File: src/logic/anf_cfg.svh
// Purpose: Offsets, field limits, reset values and timing for the adaptive
//          notch filter control block.
// Assumes: 32-bit Avalon-MM data, byte addresses, one register per word.
// Notes:   Definitions only.
`ifndef ANF_CFG_SVH
`define ANF_CFG_SVH

// ==========================================================================
// Register byte offsets
`define ANF_OFS_MODE    8'h00
`define ANF_OFS_F3      8'h04
`define ANF_OFS_W3      8'h08
`define ANF_OFS_D3      8'h0C
`define ANF_OFS_F4      8'h10
`define ANF_OFS_W4      8'h14
`define ANF_OFS_D4      8'h18
`define ANF_OFS_MEAS1   8'h1C
`define ANF_OFS_MEAS2   8'h20
`define ANF_OFS_STATUS  8'h24

// ==========================================================================
// Status register bit positions
`define ANF_ST_ACTIVE   0
`define ANF_ST_STARTED  1
`define ANF_ST_FOUND1   2
`define ANF_ST_FOUND2   3

// ==========================================================================
// Mode codes
`define ANF_MODE_OFF    16'h0000
`define ANF_MODE_ONE    16'h0001
`define ANF_MODE_TWO    16'h0002
`define ANF_MODE_MEAS   16'h0003
`define ANF_MODE_CLR    16'h0004

// ==========================================================================
// Field limits and reset values
`define ANF_FREQ_MIN    16'h0032
`define ANF_FREQ_DIS    16'h1388
`define ANF_WIDTH_MAX   16'h0014
`define ANF_DEPTH_MAX   16'h0063
`define ANF_RST_MODE    16'h0000
`define ANF_RST_WIDTH   16'h0000
`define ANF_RST_DEPTH   16'h0000

// ==========================================================================
// Timing
`define ANF_CLK_HZ      64'd40000000
`define ANF_SAVE_MIN    64'd30
`define ANF_SAVE_CYC    37'(`ANF_SAVE_MIN * 64'd60 * `ANF_CLK_HZ)

`endif

File: src/logic/anf_pkg.sv
// Purpose: Types shared by the adaptive notch filter control files.
// Assumes: Constants live in anf_cfg.svh.
// Notes:   One-hot state codes are written out.
package anf_pkg;

  // ========================================================================
  // Control states
  typedef enum logic [1:0] {
    ANF_ST_LOAD = 2'b01,
    ANF_ST_RUN  = 2'b10
  } anf_state_t;

  // ========================================================================
  // Whole state of the control block
  typedef struct packed {
    anf_state_t  st;
    logic [15:0] mode;
    logic [15:0] f3;
    logic [15:0] w3;
    logic [15:0] d3;
    logic [15:0] f4;
    logic [15:0] w4;
    logic [15:0] d4;
    logic [15:0] meas1;
    logic [15:0] meas2;
    logic        started;
    logic        found1;
    logic        found2;
    logic        active;
    logic        wt;
    logic [31:0] rdata;
    logic        save;
  } anf_regs_t;

  // ========================================================================
  // State of the save interval timer
  typedef struct packed {
    logic [36:0] cnt;
    logic        tick;
  } anf_tmr_t;

endpackage : anf_pkg

File: src/logic/anf_ctrl.sv
// Purpose: Adaptive notch filter control: gates adaptation, writes third and
//          fourth notch settings from estimator results, Avalon-MM slave.
// Assumes: Estimator and nonvolatile store are outside; inputs synchronous.
// Notes:   Register data sit in bits 15:0, upper bits read zero.
`timescale 1ns/10ps
`include "anf_cfg.svh"

module anf_ctrl #(
  parameter logic [36:0] SAVE_CYCLES = `ANF_SAVE_CYC
) (
  input  wire logic        clk_in,
  input  wire logic        srst_in,
  // Avalon-MM slave
  input  wire logic [7:0]  avs_address_in,
  input  wire logic        avs_read_in,
  input  wire logic        avs_write_in,
  input  wire logic [31:0] avs_writedata_in,
  output logic [31:0]      avs_readdata_out,
  output logic             avs_waitrequest_out,
  // Drive conditions
  input  wire logic        thrust_mode_in,
  input  wire logic        servo_on_in,
  input  wire logic        pole_est_busy_in,
  input  wire logic        motion_cmd_in,
  // Estimator results
  input  wire logic        est_valid_in,
  input  wire logic        est1_found_in,
  input  wire logic [15:0] est1_freq_in,
  input  wire logic [15:0] est1_width_in,
  input  wire logic [15:0] est1_depth_in,
  input  wire logic        est2_found_in,
  input  wire logic [15:0] est2_freq_in,
  input  wire logic [15:0] est2_width_in,
  input  wire logic [15:0] est2_depth_in,
  // Nonvolatile store
  input  wire logic [15:0] nv_freq3_in,
  input  wire logic [15:0] nv_freq4_in,
  output logic             nv_save_out,
  output logic [15:0]      nv_freq3_out,
  output logic [15:0]      nv_freq4_out,
  // Settings to the notch filters
  output logic             adapt_active_out,
  output logic [15:0]      f3_out,
  output logic [15:0]      w3_out,
  output logic [15:0]      d3_out,
  output logic [15:0]      f4_out,
  output logic [15:0]      w4_out,
  output logic [15:0]      d4_out
);

  anf_pkg::anf_regs_t s_q;
  anf_pkg::anf_regs_t s_d;
  logic               save_tick;
  logic               req;
  logic               wr_go;
  logic               gate_ok;
  logic               mode_run;

  // ========================================================================
  // Range helpers
  function automatic logic [15:0] clamp_freq(input logic [15:0] f);
    if (f < `ANF_FREQ_MIN)
      clamp_freq = `ANF_FREQ_MIN;
    else if (f > `ANF_FREQ_DIS)
      clamp_freq = `ANF_FREQ_DIS;
    else
      clamp_freq = f;
  endfunction : clamp_freq

  function automatic logic [15:0] clamp_max(input logic [15:0] v,
                                            input logic [15:0] mx);
    clamp_max = (v > mx) ? mx : v;
  endfunction : clamp_max

  // ========================================================================
  // Thirty-minute save interval
  anf_save_timer #(
    .CYCLES   (SAVE_CYCLES)
  ) u_timer (
    .clk_in   (clk_in),
    .srst_in  (srst_in),
    .tick_out (save_tick)
  );

  // ========================================================================
  // Bus request and adaptation gating
  assign req      = avs_read_in | avs_write_in;
  assign wr_go    = avs_write_in & ~s_q.wt;
  // All three drive conditions must hold together
  assign gate_ok  = ~thrust_mode_in
                  & servo_on_in
                  & ~pole_est_busy_in;
  assign mode_run = (s_q.mode == `ANF_MODE_ONE) ||
                    (s_q.mode == `ANF_MODE_TWO) ||
                    (s_q.mode == `ANF_MODE_MEAS);

  // ========================================================================
  // Register map, one 16-bit field per 32-bit word, upper half reads zero
  //   0x00 mode        0 off, 1 one filter, 2 two filters,
  //                    3 measure only, 4 clear; others hold the settings
  //   0x04 f3          third notch frequency, 5000 means disabled
  //   0x08 w3          third notch width, automatic range 0..20
  //   0x0C d3          third notch depth, automatic range 0..99
  //   0x10 f4          fourth notch frequency, 5000 means disabled
  //   0x14 w4          fourth notch width, two-filter mode only
  //   0x18 d4          fourth notch depth, two-filter mode only
  //   0x1C meas1       last first resonance, read only
  //   0x20 meas2       last second resonance, read only
  //   0x24 status      bit 0 active, 1 started, 2 found1, 3 found2
  // Host writes are stored as written; only automatic values are clamped,
  // so a host can still park a notch outside the automatic range.
  // Writes to read-only or unmapped words are dropped; reads of unmapped words return zero.
  //
  // Bus timing
  //   Edge N:   request seen with waitrequest high; read data latched
  //   Edge N+1: waitrequest low; write lands, master takes read data
  //   Edge N+2: waitrequest high again, next request may be seen
  // Read data are captured one cycle early so the answer needs no mux
  // after the register; the price is one wait state on every access.
  //
  // Adaptation timing
  //   A motion command in any nonzero mode except 4 sets started.
  //   Active follows started, the three drive conditions and a running
  //   mode one cycle later, so a gate that drops stops the next report.
  //   An estimator report is taken only on an edge where active is high.
  //   Settings change on that same edge and are visible the cycle after.
  //   An estimator report beats a host write to the same field.
  //   Mode 4 rewrites its values on every cycle, so host writes to the
  //   third and fourth frequencies do not stick while it is selected.
  //
  // Save timing
  //   The timer pulses once per interval from reset; the store takes the
  //   frequency outputs on the cycle of the pulse.

  // ========================================================================
  // Next state
  always_comb
  begin
    s_d      = s_q;
    s_d.save = 1'b0;

    // Bus handshake: one wait cycle, data latched while waitrequest is high
    s_d.wt = ~(req & s_q.wt);
    if (avs_read_in && s_q.wt)
    begin
      s_d.rdata = 32'h0;
      unique case (avs_address_in)
        `ANF_OFS_MODE:   s_d.rdata[15:0] = s_q.mode;
        `ANF_OFS_F3:     s_d.rdata[15:0] = s_q.f3;
        `ANF_OFS_W3:     s_d.rdata[15:0] = s_q.w3;
        `ANF_OFS_D3:     s_d.rdata[15:0] = s_q.d3;
        `ANF_OFS_F4:     s_d.rdata[15:0] = s_q.f4;
        `ANF_OFS_W4:     s_d.rdata[15:0] = s_q.w4;
        `ANF_OFS_D4:     s_d.rdata[15:0] = s_q.d4;
        `ANF_OFS_MEAS1:  s_d.rdata[15:0] = s_q.meas1;
        `ANF_OFS_MEAS2:  s_d.rdata[15:0] = s_q.meas2;
        `ANF_OFS_STATUS:
        begin
          s_d.rdata[`ANF_ST_ACTIVE]  = s_q.active;
          s_d.rdata[`ANF_ST_STARTED] = s_q.started;
          s_d.rdata[`ANF_ST_FOUND1]  = s_q.found1;
          s_d.rdata[`ANF_ST_FOUND2]  = s_q.found2;
        end
        default:         s_d.rdata = 32'h0;
      endcase
    end

    // Host writes; estimator updates below override in the same cycle
    if (wr_go)
    begin
      unique case (avs_address_in)
        `ANF_OFS_MODE: s_d.mode = avs_writedata_in[15:0];
        `ANF_OFS_F3:   s_d.f3   = avs_writedata_in[15:0];
        `ANF_OFS_W3:   s_d.w3   = avs_writedata_in[15:0];
        `ANF_OFS_D3:   s_d.d3   = avs_writedata_in[15:0];
        `ANF_OFS_F4:   s_d.f4   = avs_writedata_in[15:0];
        `ANF_OFS_W4:   s_d.w4   = avs_writedata_in[15:0];
        `ANF_OFS_D4:   s_d.d4   = avs_writedata_in[15:0];
        default:       s_d.mode = s_d.mode;
      endcase
    end

    unique case (s_q.st)
      // First cycle after reset: take saved frequencies as start values
      anf_pkg::ANF_ST_LOAD:
      begin
        s_d.f3 = clamp_freq(nv_freq3_in);
        s_d.f4 = clamp_freq(nv_freq4_in);
        s_d.st = anf_pkg::ANF_ST_RUN;
      end
      anf_pkg::ANF_ST_RUN:
      begin
        // A motion command arms adaptation in any nonzero mode except 4
        if (s_q.mode == `ANF_MODE_OFF)
          s_d.started = 1'b0;
        else if (motion_cmd_in)
          s_d.started = 1'b1;

        s_d.active = s_q.started & gate_ok & mode_run;

        if (s_q.mode == `ANF_MODE_CLR)
        begin
          // Notches parked at the disabled frequency, results wiped
          s_d.f3      = `ANF_FREQ_DIS;
          s_d.f4      = `ANF_FREQ_DIS;
          s_d.meas1   = 16'h0000;
          s_d.meas2   = 16'h0000;
          s_d.found1  = 1'b0;
          s_d.found2  = 1'b0;
          s_d.started = 1'b0;
          s_d.active  = 1'b0;
        end
        else if (s_q.active && est_valid_in)
        begin
          // Measured results are kept in every running mode
          s_d.found1 = est1_found_in;
          s_d.found2 = est2_found_in;
          s_d.meas1  = est1_found_in ? clamp_freq(est1_freq_in)
                                     : `ANF_FREQ_DIS;
          s_d.meas2  = est2_found_in ? clamp_freq(est2_freq_in)
                                     : `ANF_FREQ_DIS;
          // Mode 3 stops here, so notch settings hold
          if (s_q.mode == `ANF_MODE_ONE ||
              s_q.mode == `ANF_MODE_TWO)
          begin
            s_d.f3 = est1_found_in ? clamp_freq(est1_freq_in)
                                   : `ANF_FREQ_DIS;
            s_d.w3 = clamp_max(est1_width_in, `ANF_WIDTH_MAX);
            s_d.d3 = clamp_max(est1_depth_in, `ANF_DEPTH_MAX);
          end
          if (s_q.mode == `ANF_MODE_TWO)
          begin
            s_d.f4 = est2_found_in ? clamp_freq(est2_freq_in)
                                   : `ANF_FREQ_DIS;
            s_d.w4 = clamp_max(est2_width_in, `ANF_WIDTH_MAX);
            s_d.d4 = clamp_max(est2_depth_in, `ANF_DEPTH_MAX);
          end
        end

        // Periodic save; a power loss inside an interval loses that result
        s_d.save = save_tick;
      end
    endcase
  end

  // ========================================================================
  // State register; frequencies reset to the disabled value until loaded
  always_ff @(posedge clk_in)
  begin
    if (srst_in)
    begin
      s_q         <= '0;
      s_q.st      <= anf_pkg::ANF_ST_LOAD;
      s_q.mode    <= `ANF_RST_MODE;
      s_q.f3      <= `ANF_FREQ_DIS;
      s_q.w3      <= `ANF_RST_WIDTH;
      s_q.d3      <= `ANF_RST_DEPTH;
      s_q.f4      <= `ANF_FREQ_DIS;
      s_q.w4      <= `ANF_RST_WIDTH;
      s_q.d4      <= `ANF_RST_DEPTH;
      s_q.wt      <= 1'b1;
    end
    else
    begin
      s_q <= s_d;
    end
  end

  // ========================================================================
  // Outputs, all straight from the state register
  assign avs_readdata_out    = s_q.rdata;
  assign avs_waitrequest_out = s_q.wt;
  assign nv_save_out         = s_q.save;
  assign nv_freq3_out        = s_q.f3;
  assign nv_freq4_out        = s_q.f4;
  assign adapt_active_out    = s_q.active;
  assign f3_out              = s_q.f3;
  assign w3_out              = s_q.w3;
  assign d3_out              = s_q.d3;
  assign f4_out              = s_q.f4;
  assign w4_out              = s_q.w4;
  assign d4_out              = s_q.d4;

endmodule : anf_ctrl

File: src/logic/anf_save_timer.sv
// Purpose: Free-running interval timer giving a one-cycle tick.
// Assumes: CYCLES is at least 2.
// Notes:   Tick comes straight from a flip-flop.
`timescale 1ns/10ps
`include "anf_cfg.svh"

module anf_save_timer #(
  parameter logic [36:0] CYCLES = `ANF_SAVE_CYC
) (
  input  wire logic clk_in,
  input  wire logic srst_in,
  output logic      tick_out
);

  anf_pkg::anf_tmr_t s_q;
  anf_pkg::anf_tmr_t s_d;

  // ========================================================================
  // Next state: wrap and tick once per interval
  always_comb
  begin
    s_d      = s_q;
    s_d.tick = 1'b0;
    if (s_q.cnt == CYCLES - 37'h1)
    begin
      s_d.cnt  = 37'h0;
      s_d.tick = 1'b1;
    end
    else
    begin
      s_d.cnt = s_q.cnt + 37'h1;
    end
  end

  // ========================================================================
  // State register
  always_ff @(posedge clk_in)
  begin
    if (srst_in)
    begin
      s_q <= '0;
    end
    else
    begin
      s_q <= s_d;
    end
  end

  assign tick_out = s_q.tick;

endmodule : anf_save_timer
File: config.mk
export PLATFORM = sky130hd
export DESIGN_NAME = anf_ctrl
export DESIGN_NICKNAME = d
export VERILOG_FILES = /design/src/logic/anf_pkg.sv /design/src/logic/anf_ctrl.sv /design/src/logic/anf_save_timer.sv
export VERILOG_INCLUDE_DIRS = /design/src /design/src/logic
export SDC_FILE = /design/constraint.sdc
export NUM_CORES = 1
export LEC_CHECK = 0
export BUFFER_PORTS_ARGS = -buffer_cell sky130_fd_sc_hd__buf_4
export CORE_MARGIN = 3
export CORE_UTILIZATION = 28
export DETAILED_ROUTE_END_ITERATION = 7
export PLACE_DENSITY = 0.53
export RECOVER_POWER = 100
export REMOVE_ABC_BUFFERS = 1
export SLEW_MARGIN = 20
export SYNTH_ARGS = -nofsm -noshare
export SYNTH_HDL_FRONTEND = slang
export SYNTH_SLANG_ARGS = --single-unit
File: constraint.sdc
create_clock -name clk_in -period 2.3 [get_ports clk_in]
set_input_delay 0.46 -clock clk_in [delete_from_list [all_inputs] [get_ports clk_in]]
set_output_delay 0.46 -clock clk_in [all_outputs]
set_load 0.01 [all_outputs]
# Yosys cells after proc, flatten, opt, wreduce, memory -nomap -nowiden
# Cells that the tools add are included.
# W data, S select, Z words.
# totals
reg_bits	206
input_bits	179
wordCells	115
# classes
n_addsub	1
magnitude_cmp	12
n_eq_ne	16
n_mux	42
n_bitwise	12
n_reduce_logical	13
# ops
op	n
$mux W16	22
$mux W128	1
$mux W32	4
$pmux W12 S9	1
$mux W48	2
$mux W96	1
$mux W68	1
$gt A16 B13 Y1 const B	4
$lt A16 B6 Y1 const B	4
$pmux W16 S2	2
$pmux W4 S10	1
$add A37 B1 Y37 const B	1
$eq A37 B37 Y1 const B	1
$eq A16 B2 Y1 const B	2
$eq A8 B5 Y1 const B	4
$gt A16 B5 Y1 const B	2
$gt A16 B7 Y1 const B	2
$eq A16 B1 Y1 const B	1
$eq A16 B3 Y1 const B	1
$eq A8 B4 Y1 const B	2
$eq A8 B6 Y1 const B	2
$logic_not A16 Y1	1
$eq A8 B3 Y1 const B	1
$logic_not A8 Y1	1
other kinds (13)	32

# Longest topological paths before layout
# logic_depth
depth_word	8
ltp_mapped	8
mapped_depth_nobuf	6

# By module
# Synthesis repeated with hierarchy kept, for this count alone.
# hier_totals
cells_unflattened	1344
area_unflattened_um2	11750.0
# modules_own_cells
mod	n_inst	cells_per_inst	area_each_um2	seq_area_each_um2
anf_ctrl	1	1141	10014.6	3363.2
anf_save_timer	1	203	1735.4	760.7

# Worst setup path before layout
# Ideal clock, no wire load.
# synth_path
path_kind	input -> register
from	input avs_address_in[0]
to	register s_q (netlist bit f3_out[3])
setup_time_ns	0.122
t_arrival_ns	1.892
required_ns	2.178
setup_slack_ns	0.286
cell_stages	7
cell_sequence	buf_2 nor4b_4 nand3_2 buf_6 mux2i_1 mux2i_1 a221o_1
# synth_via
elab_chain_len	7
# synth_rtl
element	line	text
start, declared	anf_ctrl.sv:14	input wire logic [7:0] avs_address_in,
$eq A8 B3 Y1 *	anf_ctrl.sv:171	unique case (avs_address_in)
$mux W16 *	anf_ctrl.sv:171	
$mux W96 *	anf_ctrl.sv:169	if (wr_go)
$mux W48	anf_ctrl.sv:223	if (s_q.mode == `ANF_MODE_ONE ||
$mux W128 *	anf_ctrl.sv:213	else if (s_q.active && est_valid_in)
$mux W16 *	anf_ctrl.sv:201	if (s_q.mode == `ANF_MODE_CLR)
$pmux W16 S2 *	anf_ctrl.sv:183	unique case (s_q.st)
end, declared	anf_ctrl.sv:51	anf_pkg::anf_regs_t s_q;
# Every way passes the cells marked *; elsewhere a longest branch is shown, timed or not. The select of a mux whose other input is x is not followed.
# A chain may end at the register's enable or synchronous reset.

# Worst setup path in the final report
# layout_path
from	register s_q[174] in the netlist's numbering
to	register s_q[66] in the netlist's numbering
# layout_via
elab_chain_len	3
elab_cells_between_ends	4
classes_between	eq/ne (1); mux (1); reduce/logical (2)
# layout_rtl
element
$eq A16 B3 Y1 (no line) *
$reduce_bool A2 Y1 (no line)
$reduce_and A2 Y1 (no line)
# Every way passes the cells marked *; elsewhere a longest branch is shown, timed or not.

==> impl_metrics.json <==
{
  "outcome": "complete, no violations",
  "yosys-top-cells-area": "dfxtp_1 35%, buf_4 10%, nand2_1 5.7%",
  "synth_edf_count": 0,
  "hold_viol_final": 0,
  "dieArea_um2": 45100,
  "antennaDiodeCount": 0,
  "yosysUniqueCellTypes": 86,
  "arrival_ps": 2590,
  "clock_latency_ps": 540,
  "area_growth_syn_to_layout_pct": 21.9,
  "syn_inst": 1447,
  "fin_nets": 1842,
  "syn_area_um2": 11900,
  "ys.flop_type": "dfxtp_1",
  "core-area_um2": 41400,
  "antenna_found_initial": 1,
  "cts_tree": "yes",
  "drc": 0,
  "cts_buffers": 24,
  "post_cts_buffers": 0,
  "cts-root-buf": "clkbuf_16",
  "min_from": "est2_depth_in[3]",
  "io_pins": 342,
  "wl_per_cell_um": 22.7,
  "tightest_slew_ps": 1120,
  "die_h_um": 212,
  "max_stage_delay_ps": 340,
  "seq_area_frac_synth": 0.346,
  "place_inst": 2168,
  "end_kind": "flip-flop",
  "gp_congestion": 0.936,
  "p_leak_nw": 5.46,
  "min_period_ps": 2210,
  "drv_cap": 0,
  "slew_viol_final": 0,
  "die_w_um": 212,
  "ant_nets": 0,
  "grt_setup_unrepaired": "no",
  "finalSetupViolations": 0,
  "path_max_fanout": 14,
  "tns_ps": 0,
  "num_vias": 11759,
  "start_util": 0.288,
  "hold_class": "in -> reg",
  "yosys_warnings": 0,
  "max_clock_freq_ghz": 0.452,
  "drive_gt1_frac": 0.205,
  "clkSinkCount": 206,
  "wl_um": 50100,
  "stdcell_area_um2": 14500,
  "hold_ws_ps": 130,
  "syn-mean-instance-area_um2": 8.23,
  "track_usage": 0.210,
  "post-synth-top-count-cell": "dfxtp_1",
  "required_ps": 2680,
  "r2r_start": "s_q[174]",
  "p_per_area_nw_per_um2": 586,
  "start_kind": "flip-flop",
  "grt_pass1_vias": 11209,
  "synth_area_leader_cell": "dfxtp_1",
  "dpl.hpwl_um": 39700,
  "cp_top_family": "buffers and inverters",
  "first_iter_violations": 900,
  "clk_pin_slew_ps": 60,
  "max-vdd-ir-drop_v": 0.000595,
  "rows": 74,
  "fin_crit_sh": 0.962,
  "cp_slowest_cell": "dfxtp_1",
  "startpoint": "s_q[174]",
  "maxSlewHeadroom": 0.251,
  "drtPass1Iterations": 5,
  "totalPowerFinal_mw": 8.51,
  "synth_top_area_frac": 0.346,
  "grt_pass1_wl_um": 72100,
  "port_buffers": 309,
  "hold_buffers": 0,
  "netlist_top_cells_count": "206 x dfxtp_1, 182 x nand2_1, 162 x buf_4, 116 x a21oi_1, 105 x nor2_1",
  "clockBufferDepth": 3,
  "path_class": "reg -> reg",
  "overflow": 0,
  "cp_common_cell": "buf_4",
  "vias_per_cell": 5.32,
  "dpl_cell_area_um2": 14300,
  "synth-async-reset-ratio": 0,
  "path_cells": "nor4_2 > buf_4 > and4_1 > buf_12 > buf_4 > a21boi_1 > buf_4 > o21ai_0 > a21oi_1",
  "grt_max_degree": 34,
  "fin_skew_ps": 35.6,
  "cp_num_buf_inv": 4,
  "final_cells": 2211,
  "synth_seq_cells": 206,
  "cts_max_level": 1
}
kinds of logic after synthesis:
logic type	synth area share
AO/OA/AOI/OAI	0.181
XOR/XNOR	0.0250
adder cells (fa/ha/maj)	0.00105
buffers and inverters	0.133
flip-flops	0.346
multiplexers	0.0809
other	0.000315
AND/OR/NAND/NOR	0.232
sequential cells by signal (all words and copies together) (netlist names):
signal and flops:
nv_save_out 1, avs_waitrequest_out 1, u_timer.tick_out 1, d3_out 16
w3_out 16, d4_out 16, u_timer.s_q 37, f3_out 16
avs_readdata_out 16, s_q 53, f4_out 16, adapt_active_out 1
w4_out 16
per-layer routing:
layer,vias to the layer above,part of all wire,global-route usage
li1,5476,-,-
met1,5650,0.43,0.286
met2,538,0.45,0.337
met3,93,0.080,0.0401
met4,2,0.036,0.0679
met5,-,0.00032,0
stage by stage:
step	worst slack, ps	util
2_1_floorplan	-427	-
3_3_place_gp	-107	0.345
3_5_place_dp	-85.9	0.345
4_1_cts	20.0	0.365
5_1_grt	4.89	0.351
6_report	88.2	0.351
final cells by class:
cell class	instances	area (um2)
Timing Repair Buffer	410	2580
Clock inverter	8	131
Tap cell	532	666
Inverter	9	33.8
Multi-Input combinational cell	1011	6280
Clock buffer	35	712
Fill cell	4437	26900
Sequential cell	206	4120
worst paths after layout:
| kind | endpoint | slack [ps] | cells past startpoint |
|---|---|---|---|
| hold / removal | d4_out[3] | 130 | 2 |
| hold reg to reg | s_q[68] | 450 | 1 |
| setup / recovery | s_q[66] | 90 | 9 |
| setup reg to reg | s_q[66] | 90 | 9 |
what timing repair did:
action | CTS | global route
setup endpoints to repair | 8 | 11
gates resized for setup | 1 | 3
hold endpoints to repair | 0 | 0
worst reg2reg max path: cells and delay by family, from the launching register on:
| family | cells | cell delay (ps) |
|---|---|---|
| buffers and inverters | 4 | 700 |
| and+or+nand+nor | 2 | 560 |
| AOI/OAI and AO/OA | 3 | 460 |
| DFF | 1 | 340 |
power by group:
part / total (mW) / internal (mW) / leakage (nW) / switching, mW
Clock: 4.09 / 2.48 / 0.408 / 1.60
Combinational: 0.806 / 0.335 / 3.39 / 0.470
Sequential: 3.62 / 3.59 / 1.66 / 0.0296
layout by cell type, fill, tap and decap left out, drive strengths merged, types with 6 or more instances in the layout:
cell,synthesis,layout
a211oi,9,9
a21o,8,8
a21oi,116,116
a22o,13,13
a22oi,25,25
a31oi,6,6
a32oi,7,7
and2,14,14
and3,20,20
buf,202,246
clkbuf,34,199
conb,1,16
dfxtp,206,206
inv,9,9
mux2,22,22
mux2i,67,67
nand2,183,183
nand2b,13,13
nand3,49,49
nand4,35,35
nor2,107,107
nor2b,9,9
nor3,30,30
nor4,25,25
nor4b,13,13
o211ai,6,6
o21a,10,10
o21ai,62,62
o22ai,12,12
o2bb2ai,13,13
o311ai,6,6
o31ai,6,6
or3,7,7
xnor2,10,10
xor2,24,24
Power figures use the tool's default switching activity.
